--- config.mk ---
export PLATFORM = sky130hd
export DESIGN_NAME = sws_core
export DESIGN_NICKNAME = d
export VERILOG_FILES = /design/src/sws_pkg.sv /design/src/sws_tick_gen.sv /design/src/sws_watchdog.sv /design/src/sws_core.sv
export SDC_FILE = /design/constraint.sdc
export NUM_CORES = 1
export LEC_CHECK = 0
export ABC_AREA = 1
export BUFFER_PORTS_ARGS = -buffer_cell sky130_fd_sc_hd__buf_2
export CAP_MARGIN = 15
export CORE_MARGIN = 5
export CORE_UTILIZATION = 30
export CTS_CLUSTER_SIZE = 24
export DETAILED_ROUTE_END_ITERATION = 8
export SYNTH_ARGS = -nofsm -noshare
export SYNTH_HDL_FRONTEND = slang
export SYNTH_SLANG_ARGS = --single-unit
--- constraint.sdc ---
create_clock -name clk -period 5.2 [get_ports clk]
set_input_delay 1.56 -clock clk [delete_from_list [all_inputs] [get_ports clk]]
set_output_delay 1.56 -clock clk [all_outputs]
set_load 0.05 [all_outputs]
--- src/sws_pkg.sv ---
`default_nettype none
package sws_pkg;
  // ----------------------------------------------------------------
  // register map, 16-bit registers
  // ----------------------------------------------------------------
  localparam logic [15:0] REG_TICK_MULT = 16'h0400;
  localparam logic [15:0] REG_HOST_WD = 16'h0410;
  localparam logic [15:0] REG_PROC_WD = 16'h0420;
  localparam logic [15:0] TICK_MULT_RST = 16'h09C2;
  localparam logic [15:0] HOST_WD_RST = 16'h03E8;
  localparam logic [15:0] PROC_WD_RST = 16'h03E8;
  // ----------------------------------------------------------------
  // timing
  // ----------------------------------------------------------------
  localparam int CLK_PERIOD_NS = 10;
  localparam int BASE_TICK_NS = 40;
  localparam int BASE_TICK_CYC = (BASE_TICK_NS + CLK_PERIOD_NS - 1) / CLK_PERIOD_NS;
  localparam logic [16:0] TICK_MULT_OFS = 17'h00002;
  localparam int WD_DEFAULT_MS = 100;
  // 16-bit count times the widest tick reaches about this many seconds
  localparam int WD_HW_MAX_S = 170;
  // ----------------------------------------------------------------
  // slave state machine
  // ----------------------------------------------------------------
  typedef enum logic [3:0] {
    SWS_POWERUP = 4'b0001,
    SWS_CONFIG = 4'b0010,
    SWS_GUARDED = 4'b0100,
    SWS_RUNNING = 4'b1000
  } sws_state_t;
endpackage
`default_nettype wire

--- src/sws_tick_gen.sv ---
`timescale 1ns/1ps
`default_nettype none
module sws_tick_gen #(
  parameter int BASE_CYC = sws_pkg::BASE_TICK_CYC
) (
  input wire logic clk,
  input wire logic rstn,
  input wire logic [15:0] mult,
  output logic tick
);
  localparam logic [7:0] BASE_LAST = 8'(BASE_CYC - 1);

  typedef struct packed {
    logic [7:0] base_cnt;
    logic [16:0] mult_cnt;
    logic tick;
  } sws_tick_st_t;

  sws_tick_st_t q;
  sws_tick_st_t d;

  always_comb
  begin
    d = q;
    d.tick = 1'b0;
    if (q.base_cnt >= BASE_LAST)
    begin
      d.base_cnt = 8'h00;
      // >= so that a lowered multiplier never strands the count
      if (q.mult_cnt + 17'h00001 >= {1'b0, mult} + sws_pkg::TICK_MULT_OFS)
      begin
        d.mult_cnt = 17'h00000;
        d.tick = 1'b1;
      end
      else
      begin
        d.mult_cnt = q.mult_cnt + 17'h00001;
      end
    end
    else
    begin
      d.base_cnt = q.base_cnt + 8'h01;
    end
  end

  always_ff @(posedge clk or negedge rstn)
  begin
    if (!rstn)
    begin
      q <= '0;
    end
    else
    begin
      q <= d;
    end
  end

  assign tick = q.tick;
endmodule
`default_nettype wire

--- src/sws_watchdog.sv ---
`timescale 1ns/1ps
`default_nettype none
module sws_watchdog (
  input wire logic clk,
  input wire logic rstn,
  input wire logic tick,
  input wire logic kick,
  input wire logic [15:0] timeout,
  output logic expired
);
  typedef struct packed {
    logic [15:0] cnt;
    logic expired;
  } sws_wd_st_t;

  sws_wd_st_t q;
  sws_wd_st_t d;

  always_comb
  begin
    d = q;
    if (timeout == 16'h0000)
    begin
      d = '0;
    end
    else if (kick)
    begin
      // activity in the same cycle as expiry means no expiry
      d = '0;
    end
    else if (tick && !q.expired)
    begin
      if ({1'b0, q.cnt} + 17'h00001 >= {1'b0, timeout})
      begin
        d.expired = 1'b1;
      end
      else
      begin
        d.cnt = q.cnt + 16'h0001;
      end
    end
  end

  always_ff @(posedge clk or negedge rstn)
  begin
    if (!rstn)
    begin
      q <= '0;
    end
    else
    begin
      q <= d;
    end
  end

  assign expired = q.expired;
endmodule
`default_nettype wire

--- src/sws_core.sv ---
// Overview of operation
// two independent watchdogs: process data side and local host side, 100 ms default
// one multiplier register at 0x400 sets the tick for both watchdogs
// host timeout at 0x410, process timeout at 0x420, each times the tick
// tick lasts multiplier plus two base ticks of 40 ns
// defaults: multiplier 2498, process count 1000, giving 100 ms
// process watchdog restarts on each successful process data access
// process watchdog expiry leaves the slave state unchanged
// once expired, only a new process data access clears it
// host watchdog expires when the local host stays silent too long
// on expiry outputs go to the preset safe value
// process count zero switches that watchdog off entirely
// counts up to 65535 accepted, roughly 170 s maximum
// master writes timing registers only when enabled; otherwise values stay; the code has no enable and writes on every reg_wr
// after power-up: power-up state, no mailbox or process traffic
// master sets up channels 0 and 1 for mailbox in power-up
// power-up to configuration checks mailbox channel setup
// configuration allows mailbox only; master sets process channels from 2
// configuration to guarded checks channels and clock, then copies inputs
// guarded state: all traffic, inputs updated, outputs held safe
// master delivers valid output data before requesting running
// running state: master output data copied to physical outputs
// failed transition check: stay put and flag an error
`timescale 1ns/1ps
`default_nettype none
module sws_core #(
  parameter int W = 8,
  parameter int BASE_CYC = sws_pkg::BASE_TICK_CYC,
  parameter logic [15:0] MULT_RST = sws_pkg::TICK_MULT_RST,
  parameter logic [15:0] HOST_RST = sws_pkg::HOST_WD_RST,
  parameter logic [15:0] PROC_RST = sws_pkg::PROC_WD_RST
) (
  input wire logic clk,
  input wire logic rstn,
  input wire logic reg_wr,
  input wire logic reg_rd,
  input wire logic [15:0] reg_addr,
  input wire logic [15:0] reg_wdata,
  output logic [15:0] reg_rdata,
  input wire logic pd_access,
  input wire logic pd_out_wr,
  input wire logic [W-1:0] pd_out_data,
  input wire logic host_access,
  input wire logic state_req_valid,
  input wire logic [3:0] state_req,
  input wire logic mbx_ch_ok,
  input wire logic pd_ch_ok,
  input wire logic dc_ok,
  input wire logic [W-1:0] in_pins,
  input wire logic [W-1:0] safe_value,
  output logic [3:0] state_cur,
  output logic state_ack,
  output logic state_err,
  output logic mbx_allowed,
  output logic pd_allowed,
  output logic [W-1:0] in_image,
  output logic [W-1:0] out_pins,
  output logic pd_wd_expired,
  output logic host_wd_expired
);
  // ----------------------------------------------------------------
  // state
  // ----------------------------------------------------------------
  typedef struct packed {
    logic [15:0] mult;
    logic [15:0] host_wd;
    logic [15:0] proc_wd;
    logic [15:0] rdata;
    sws_pkg::sws_state_t state;
    logic ack;
    logic err;
    logic mbx_ok;
    logic pd_ok;
    logic out_seen;
    logic [W-1:0] sync1;
    logic [W-1:0] sync2;
    logic [W-1:0] in_image;
    logic [W-1:0] out_buf;
    logic [W-1:0] out_pins;
  } sws_core_st_t;

  sws_core_st_t q;
  sws_core_st_t d;
  logic wd_tick;
  logic pd_kick;
  logic pd_exp;
  logic host_exp;
  logic req_ok;
  logic trip;
  sws_pkg::sws_state_t req_st;

  // ----------------------------------------------------------------
  // watchdogs
  // ----------------------------------------------------------------
  // only accesses the state machine lets through count as successful
  assign pd_kick = pd_access && q.pd_ok;
  assign trip = pd_exp || host_exp;
  assign req_st = sws_pkg::sws_state_t'(state_req);

  sws_tick_gen #(
    .BASE_CYC(BASE_CYC)
  ) u_tick (
    .clk(clk),
    .rstn(rstn),
    .mult(q.mult),
    .tick(wd_tick)
  );

  sws_watchdog u_proc_wd (
    .clk(clk),
    .rstn(rstn),
    .tick(wd_tick),
    .kick(pd_kick),
    .timeout(q.proc_wd),
    .expired(pd_exp)
  );

  sws_watchdog u_host_wd (
    .clk(clk),
    .rstn(rstn),
    .tick(wd_tick),
    .kick(host_access),
    .timeout(q.host_wd),
    .expired(host_exp)
  );

  // ----------------------------------------------------------------
  // transition checks
  // ----------------------------------------------------------------
  always_comb
  begin
    req_ok = 1'b0;
    if (req_st == sws_pkg::SWS_POWERUP || req_st == q.state)
    begin
      req_ok = 1'b1;
    end
    else
    begin
      case (q.state)
        sws_pkg::SWS_POWERUP:
        begin
          // channels 0 and 1 must have been set up by the master
          req_ok = (req_st == sws_pkg::SWS_CONFIG) && mbx_ch_ok;
        end
        sws_pkg::SWS_CONFIG:
        begin
          req_ok = (req_st == sws_pkg::SWS_GUARDED) && pd_ch_ok && dc_ok;
        end
        sws_pkg::SWS_GUARDED:
        begin
          // running needs output data from the master first
          req_ok = (req_st == sws_pkg::SWS_CONFIG)
                || ((req_st == sws_pkg::SWS_RUNNING) && q.out_seen);
        end
        sws_pkg::SWS_RUNNING:
        begin
          req_ok = (req_st == sws_pkg::SWS_CONFIG) || (req_st == sws_pkg::SWS_GUARDED);
        end
        default:
        begin
          req_ok = 1'b0;
        end
      endcase
    end
  end

  // ----------------------------------------------------------------
  // next state
  // ----------------------------------------------------------------
  always_comb
  begin
    d = q;
    d.ack = 1'b0;
    d.sync1 = in_pins;
    d.sync2 = q.sync1;
    // registers change only on an explicit write
    if (reg_wr)
    begin
      case (reg_addr)
        sws_pkg::REG_TICK_MULT: d.mult = reg_wdata;
        sws_pkg::REG_HOST_WD: d.host_wd = reg_wdata;
        sws_pkg::REG_PROC_WD: d.proc_wd = reg_wdata;
        default: d.mult = q.mult;
      endcase
    end
    if (reg_rd)
    begin
      case (reg_addr)
        sws_pkg::REG_TICK_MULT: d.rdata = q.mult;
        sws_pkg::REG_HOST_WD: d.rdata = q.host_wd;
        sws_pkg::REG_PROC_WD: d.rdata = q.proc_wd;
        default: d.rdata = 16'h0000;
      endcase
    end
    // expiry never moves the state machine; only requests do
    if (state_req_valid)
    begin
      if (req_ok)
      begin
        d.state = req_st;
        d.ack = 1'b1;
        d.err = 1'b0;
        if (q.state == sws_pkg::SWS_CONFIG && req_st == sws_pkg::SWS_GUARDED)
        begin
          d.in_image = q.sync2;
        end
        if (req_st == sws_pkg::SWS_POWERUP || req_st == sws_pkg::SWS_CONFIG)
        begin
          d.out_seen = 1'b0;
        end
      end
      else
      begin
        d.err = 1'b1;
      end
    end
    if (pd_out_wr && q.pd_ok)
    begin
      d.out_buf = pd_out_data;
      d.out_seen = 1'b1;
    end
    if (q.state == sws_pkg::SWS_GUARDED || q.state == sws_pkg::SWS_RUNNING)
    begin
      d.in_image = q.sync2;
    end
    d.mbx_ok = (d.state != sws_pkg::SWS_POWERUP);
    d.pd_ok = (d.state == sws_pkg::SWS_GUARDED) || (d.state == sws_pkg::SWS_RUNNING);
    if (d.state == sws_pkg::SWS_RUNNING && !trip)
    begin
      d.out_pins = q.out_buf;
    end
    else
    begin
      d.out_pins = safe_value;
    end
  end

  always_ff @(posedge clk or negedge rstn)
  begin
    if (!rstn)
    begin
      q <= '0;
      q.mult <= MULT_RST;
      q.host_wd <= HOST_RST;
      q.proc_wd <= PROC_RST;
      q.state <= sws_pkg::SWS_POWERUP;
    end
    else
    begin
      q <= d;
    end
  end

  assign reg_rdata = q.rdata;
  assign state_cur = q.state;
  assign state_ack = q.ack;
  assign state_err = q.err;
  assign mbx_allowed = q.mbx_ok;
  assign pd_allowed = q.pd_ok;
  assign in_image = q.in_image;
  assign out_pins = q.out_pins;
  assign pd_wd_expired = pd_exp;
  assign host_wd_expired = host_exp;
endmodule
`default_nettype wire

==> flow_metrics.env <==
export IMPL_chipWidth_um=193
export IMPL_hold_ws_ps=349
export IMPL_dp_cells=1721
export IMPL_finalMaxSlewViolations=0
export IMPL_ys_seq_area_share_pct=43.4
export IMPL_cts_resized=0
export IMPL_worstPathRequired_ps=5550
export IMPL_wirelength_um=25700
export IMPL_multi_input_area_um2=4610
export IMPL_yosysUniqueCellTypes=51
export IMPL_ant_nets=0
export IMPL_crit_type="reg2reg"
export IMPL_final_common_cell="nand2_1"
export IMPL_postCtsSetupBuffers=0
export IMPL_min_to="q[26]"
export IMPL_r2r_start="u_tick.q[1]"
export IMPL_die_area_um2=37100
export IMPL_dp_hpwl_um=19700
export IMPL_async_flop_share_pct=100
export IMPL_maxCapViolCount=0
export IMPL_holdCritPathClass="reg2reg"
export IMPL_fill_cells=3512
export IMPL_drtPass1Iterations=5
export IMPL_vias=8063
export IMPL_ir_drop_v=0.000205
export IMPL_stdcell_count=1754
export IMPL_setup_viol_count_final=0
export IMPL_hold_buffers=0
export IMPL_mostFrequentLayoutCells="nand2_1 (307), inv_1 (171), dfrtp_1 (155), buf_2 (111), o21ai_0 (88)"
export IMPL_synthFlopType="dfrtp_1"
export IMPL_place_ws_ps=1370
export IMPL_slowest_delay_ps=570
export IMPL_synth_edff_count=0
export IMPL_dieHeight_um=193
export IMPL_tightest_slew_ps=1030
export IMPL_synth_area_leaders="dfrtp_1 (39%), nand2_1 (12%), ha_1 (6.7%), inv_1 (6.4%), dfstp_2 (4.7%)"
export IMPL_slew_headroom_pct=31.4
export IMPL_syn_avg_cell_area_um2=8.24
export IMPL_initial_utilization_pct=30.1
export IMPL_finalNetCount=1417
export IMPL_place_congestion=0.842
export IMPL_holdCritStartpoint="d[26]"
export IMPL_slowest_stage="nor2_2"
export IMPL_yosysWarnings=0
export IMPL_fin_ws_ps=1550
export IMPL_power_density_nw_per_um2=333
export IMPL_grt_max_degree=106
export IMPL_cts_buffer_depth=2
export IMPL_rsz0062_at_grt="no"
export IMPL_grt_pass1_wl_um=41500
export IMPL_area_delta_synth_final_pct=13.7
export IMPL_fin_setup_tns_ps=0
export IMPL_fin_crit_ps=3650
export IMPL_coreArea_um2=33300
export IMPL_h_tree_depth=4
export IMPL_drc_errors=0
export IMPL_critPathLaunchType="flip-flop"
export IMPL_antenna_found_initial=4
export IMPL_yosysTopAreaCell="dfrtp_1"
export IMPL_cp_cell_sequence="ha_1, nand3_1, nand3b_1, nor2_1, nand3_1, nor3_2, nand2_1, xor2_1, ha_1, a21oi_1, o21ai_0, nor2_1, nand4_1, nor2_2, nand2_1, o21ai_0"
export IMPL_synthCells=1215
export IMPL_fmax_mhz=274
export IMPL_hold_depth=0
export IMPL_drive_gt1_share_pct=17.5
export IMPL_synth_area_um2=10000
export IMPL_p_leak_uw=0.00554
export IMPL_clk_latency_ps=450
export IMPL_grt_pass1_vias=7768
export IMPL_ys_ff_latch=173
export IMPL_io_pins=113
export IMPL_clk_pin_slew_worst_paths_ps=70
export IMPL_r2r_slack_ps=1550
export IMPL_cts_tree="built"
export IMPL_synth_top_area_share_pct=38.7
export IMPL_timing_final_crit_share_pct=70.2
export IMPL_numCtsBuffers=17
export IMPL_wl_per_cell_um=14.7
export IMPL_viasPerCell=4.60
export IMPL_num_rows=67
export IMPL_cts_sinks=173
export IMPL_grt_overflow=0
export IMPL_skew_ps=17.1
export IMPL_seqCellArea_um2=4350
export IMPL_crit_fanout=17
export IMPL_critPathCaptureType="flip-flop"
export IMPL_finalHoldViolations=0
export IMPL_r2r_end="u_tick.q[2]"
export IMPL_critPathArrivalTime_ps=4000
export IMPL_track_usage_pct=14.2
export IMPL_portBuffers=112
export IMPL_root_buffer="clkbuf_16"
export IMPL_reg2reg_depth=16
export IMPL_drtIter0Drc=507
export IMPL_run_status="finished, final reports clean"
==> area by class of cell <==
cell class	count	share of cell area [%]
clock inverters	13	1.36
repair buffers	116	5.24
flip-flops and latches	173	38.2
inverters	178	5.87
clock buffers	19	3.89
well taps	448	4.92
diodes	1	0.0220
multi-input cells	806	40.5
==> critical path: cells and delay by family, from the launching register on <==
| kind | cells | cell delay, ps |
|---|---|---|
| flip-flops | 1 | 390 |
| AND/OR/NAND/NOR | 10 | 2040 |
| AO/OA/AOI/OAI | 3 | 370 |
| adder cells (fa/ha/maj) | 2 | 510 |
| XOR/XNOR | 1 | 230 |
==> cells by family after synthesis <==
| kind of cell | count (synthesis) | synth area share [%] |
|---|---|---|
| compound gates | 144 | 8.31 |
| fa+ha+maj | 54 | 6.74 |
| buf+inv | 241 | 10.7 |
| flops | 173 | 43.4 |
| simple gates | 545 | 25.4 |
| xor+xnor | 49 | 4.43 |
| other cells | 1 | 0.0374 |
| mux | 8 | 0.899 |
==> cell usage after synthesis (2+ instances only) <==
master,instances
inv_2,6
nand4_1,22
nand2_2,4
xor2_1,43
nor4_1,9
nand3b_1,4
buf_4,36
ha_1,54
nand3_4,4
a21oi_1,23
nand2_1,307
inv_1,171
nor3_2,4
nand2_4,3
nand3_1,84
buf_6,4
o21ai_0,88
clkbuf_1,18
mux2_2,8
dfrtp_1,155
xnor2_1,4
o21ai_2,9
nor3_1,20
buf_2,4
nor2_1,56
nor2_2,10
nand3_2,3
o221ai_1,16
nor2_4,4
o21ai_1,2
dfstp_2,18
xnor2_2,2
a211oi_1,2
==> sequential cells by signal, summed over array words and instances, names as in the netlist <==
name,count
out_pins,8
u_tick.tick,1
u_tick.q,25
u_host_wd.expired,1
in_image,8
u_proc_wd.expired,1
reg_rdata,16
state_cur,4
mbx_allowed,1
state_ack,1
u_proc_wd.q,16
d,8
state_err,1
pd_allowed,1
u_host_wd.q,16
q,65
==> worst max-delay path by stage <==
stage | from | end | slack, ps | depth (start not counted)
floorplan | q[98] | u_tick.q[10] | 2210 | 19
CTS | u_tick.q[1] | u_tick.q[2] | 1510 | 16
detailed placement | reg_addr[8] | q[86] | 1370 | 7
global route | u_tick.q[1] | u_tick.q[1] | 1020 | 16
finish | u_tick.q[1] | u_tick.q[2] | 1550 | 16
global placement | reg_addr[8] | q[84] | 1480 | 7
==> stage by stage <==
| step | utilization, % | instance area [um^2] | power, uW |
|---|---|---|---|
| final | 34.2 | 11400 | 3790 |
| after global routing | 34.2 | 11400 | 3990 |
| after CTS | 34.2 | 11400 | 3850 |
| after detailed placement | 32.4 | 10800 | 2500 |
| after global placement | 32.4 | 10800 | 2490 |
| after floorplan | - | 10000 | 2340 |
==> layer usage <==
layer	track usage, %	vias up	share of wire (%)
met5	0	-	0.17
met4	4.47	6	1.7
met3	3.13	35	4.4
met2	23.1	181	48
met1	18.9	3796	46
li1	-	4045	-
==> power breakdown <==
group	switching [uW]	internal, uW
combinational	652	247
sequential	86.4	1480
clock	594	735
total	1330	2460
No activity file was read; power rests on OpenSTA's default activity.
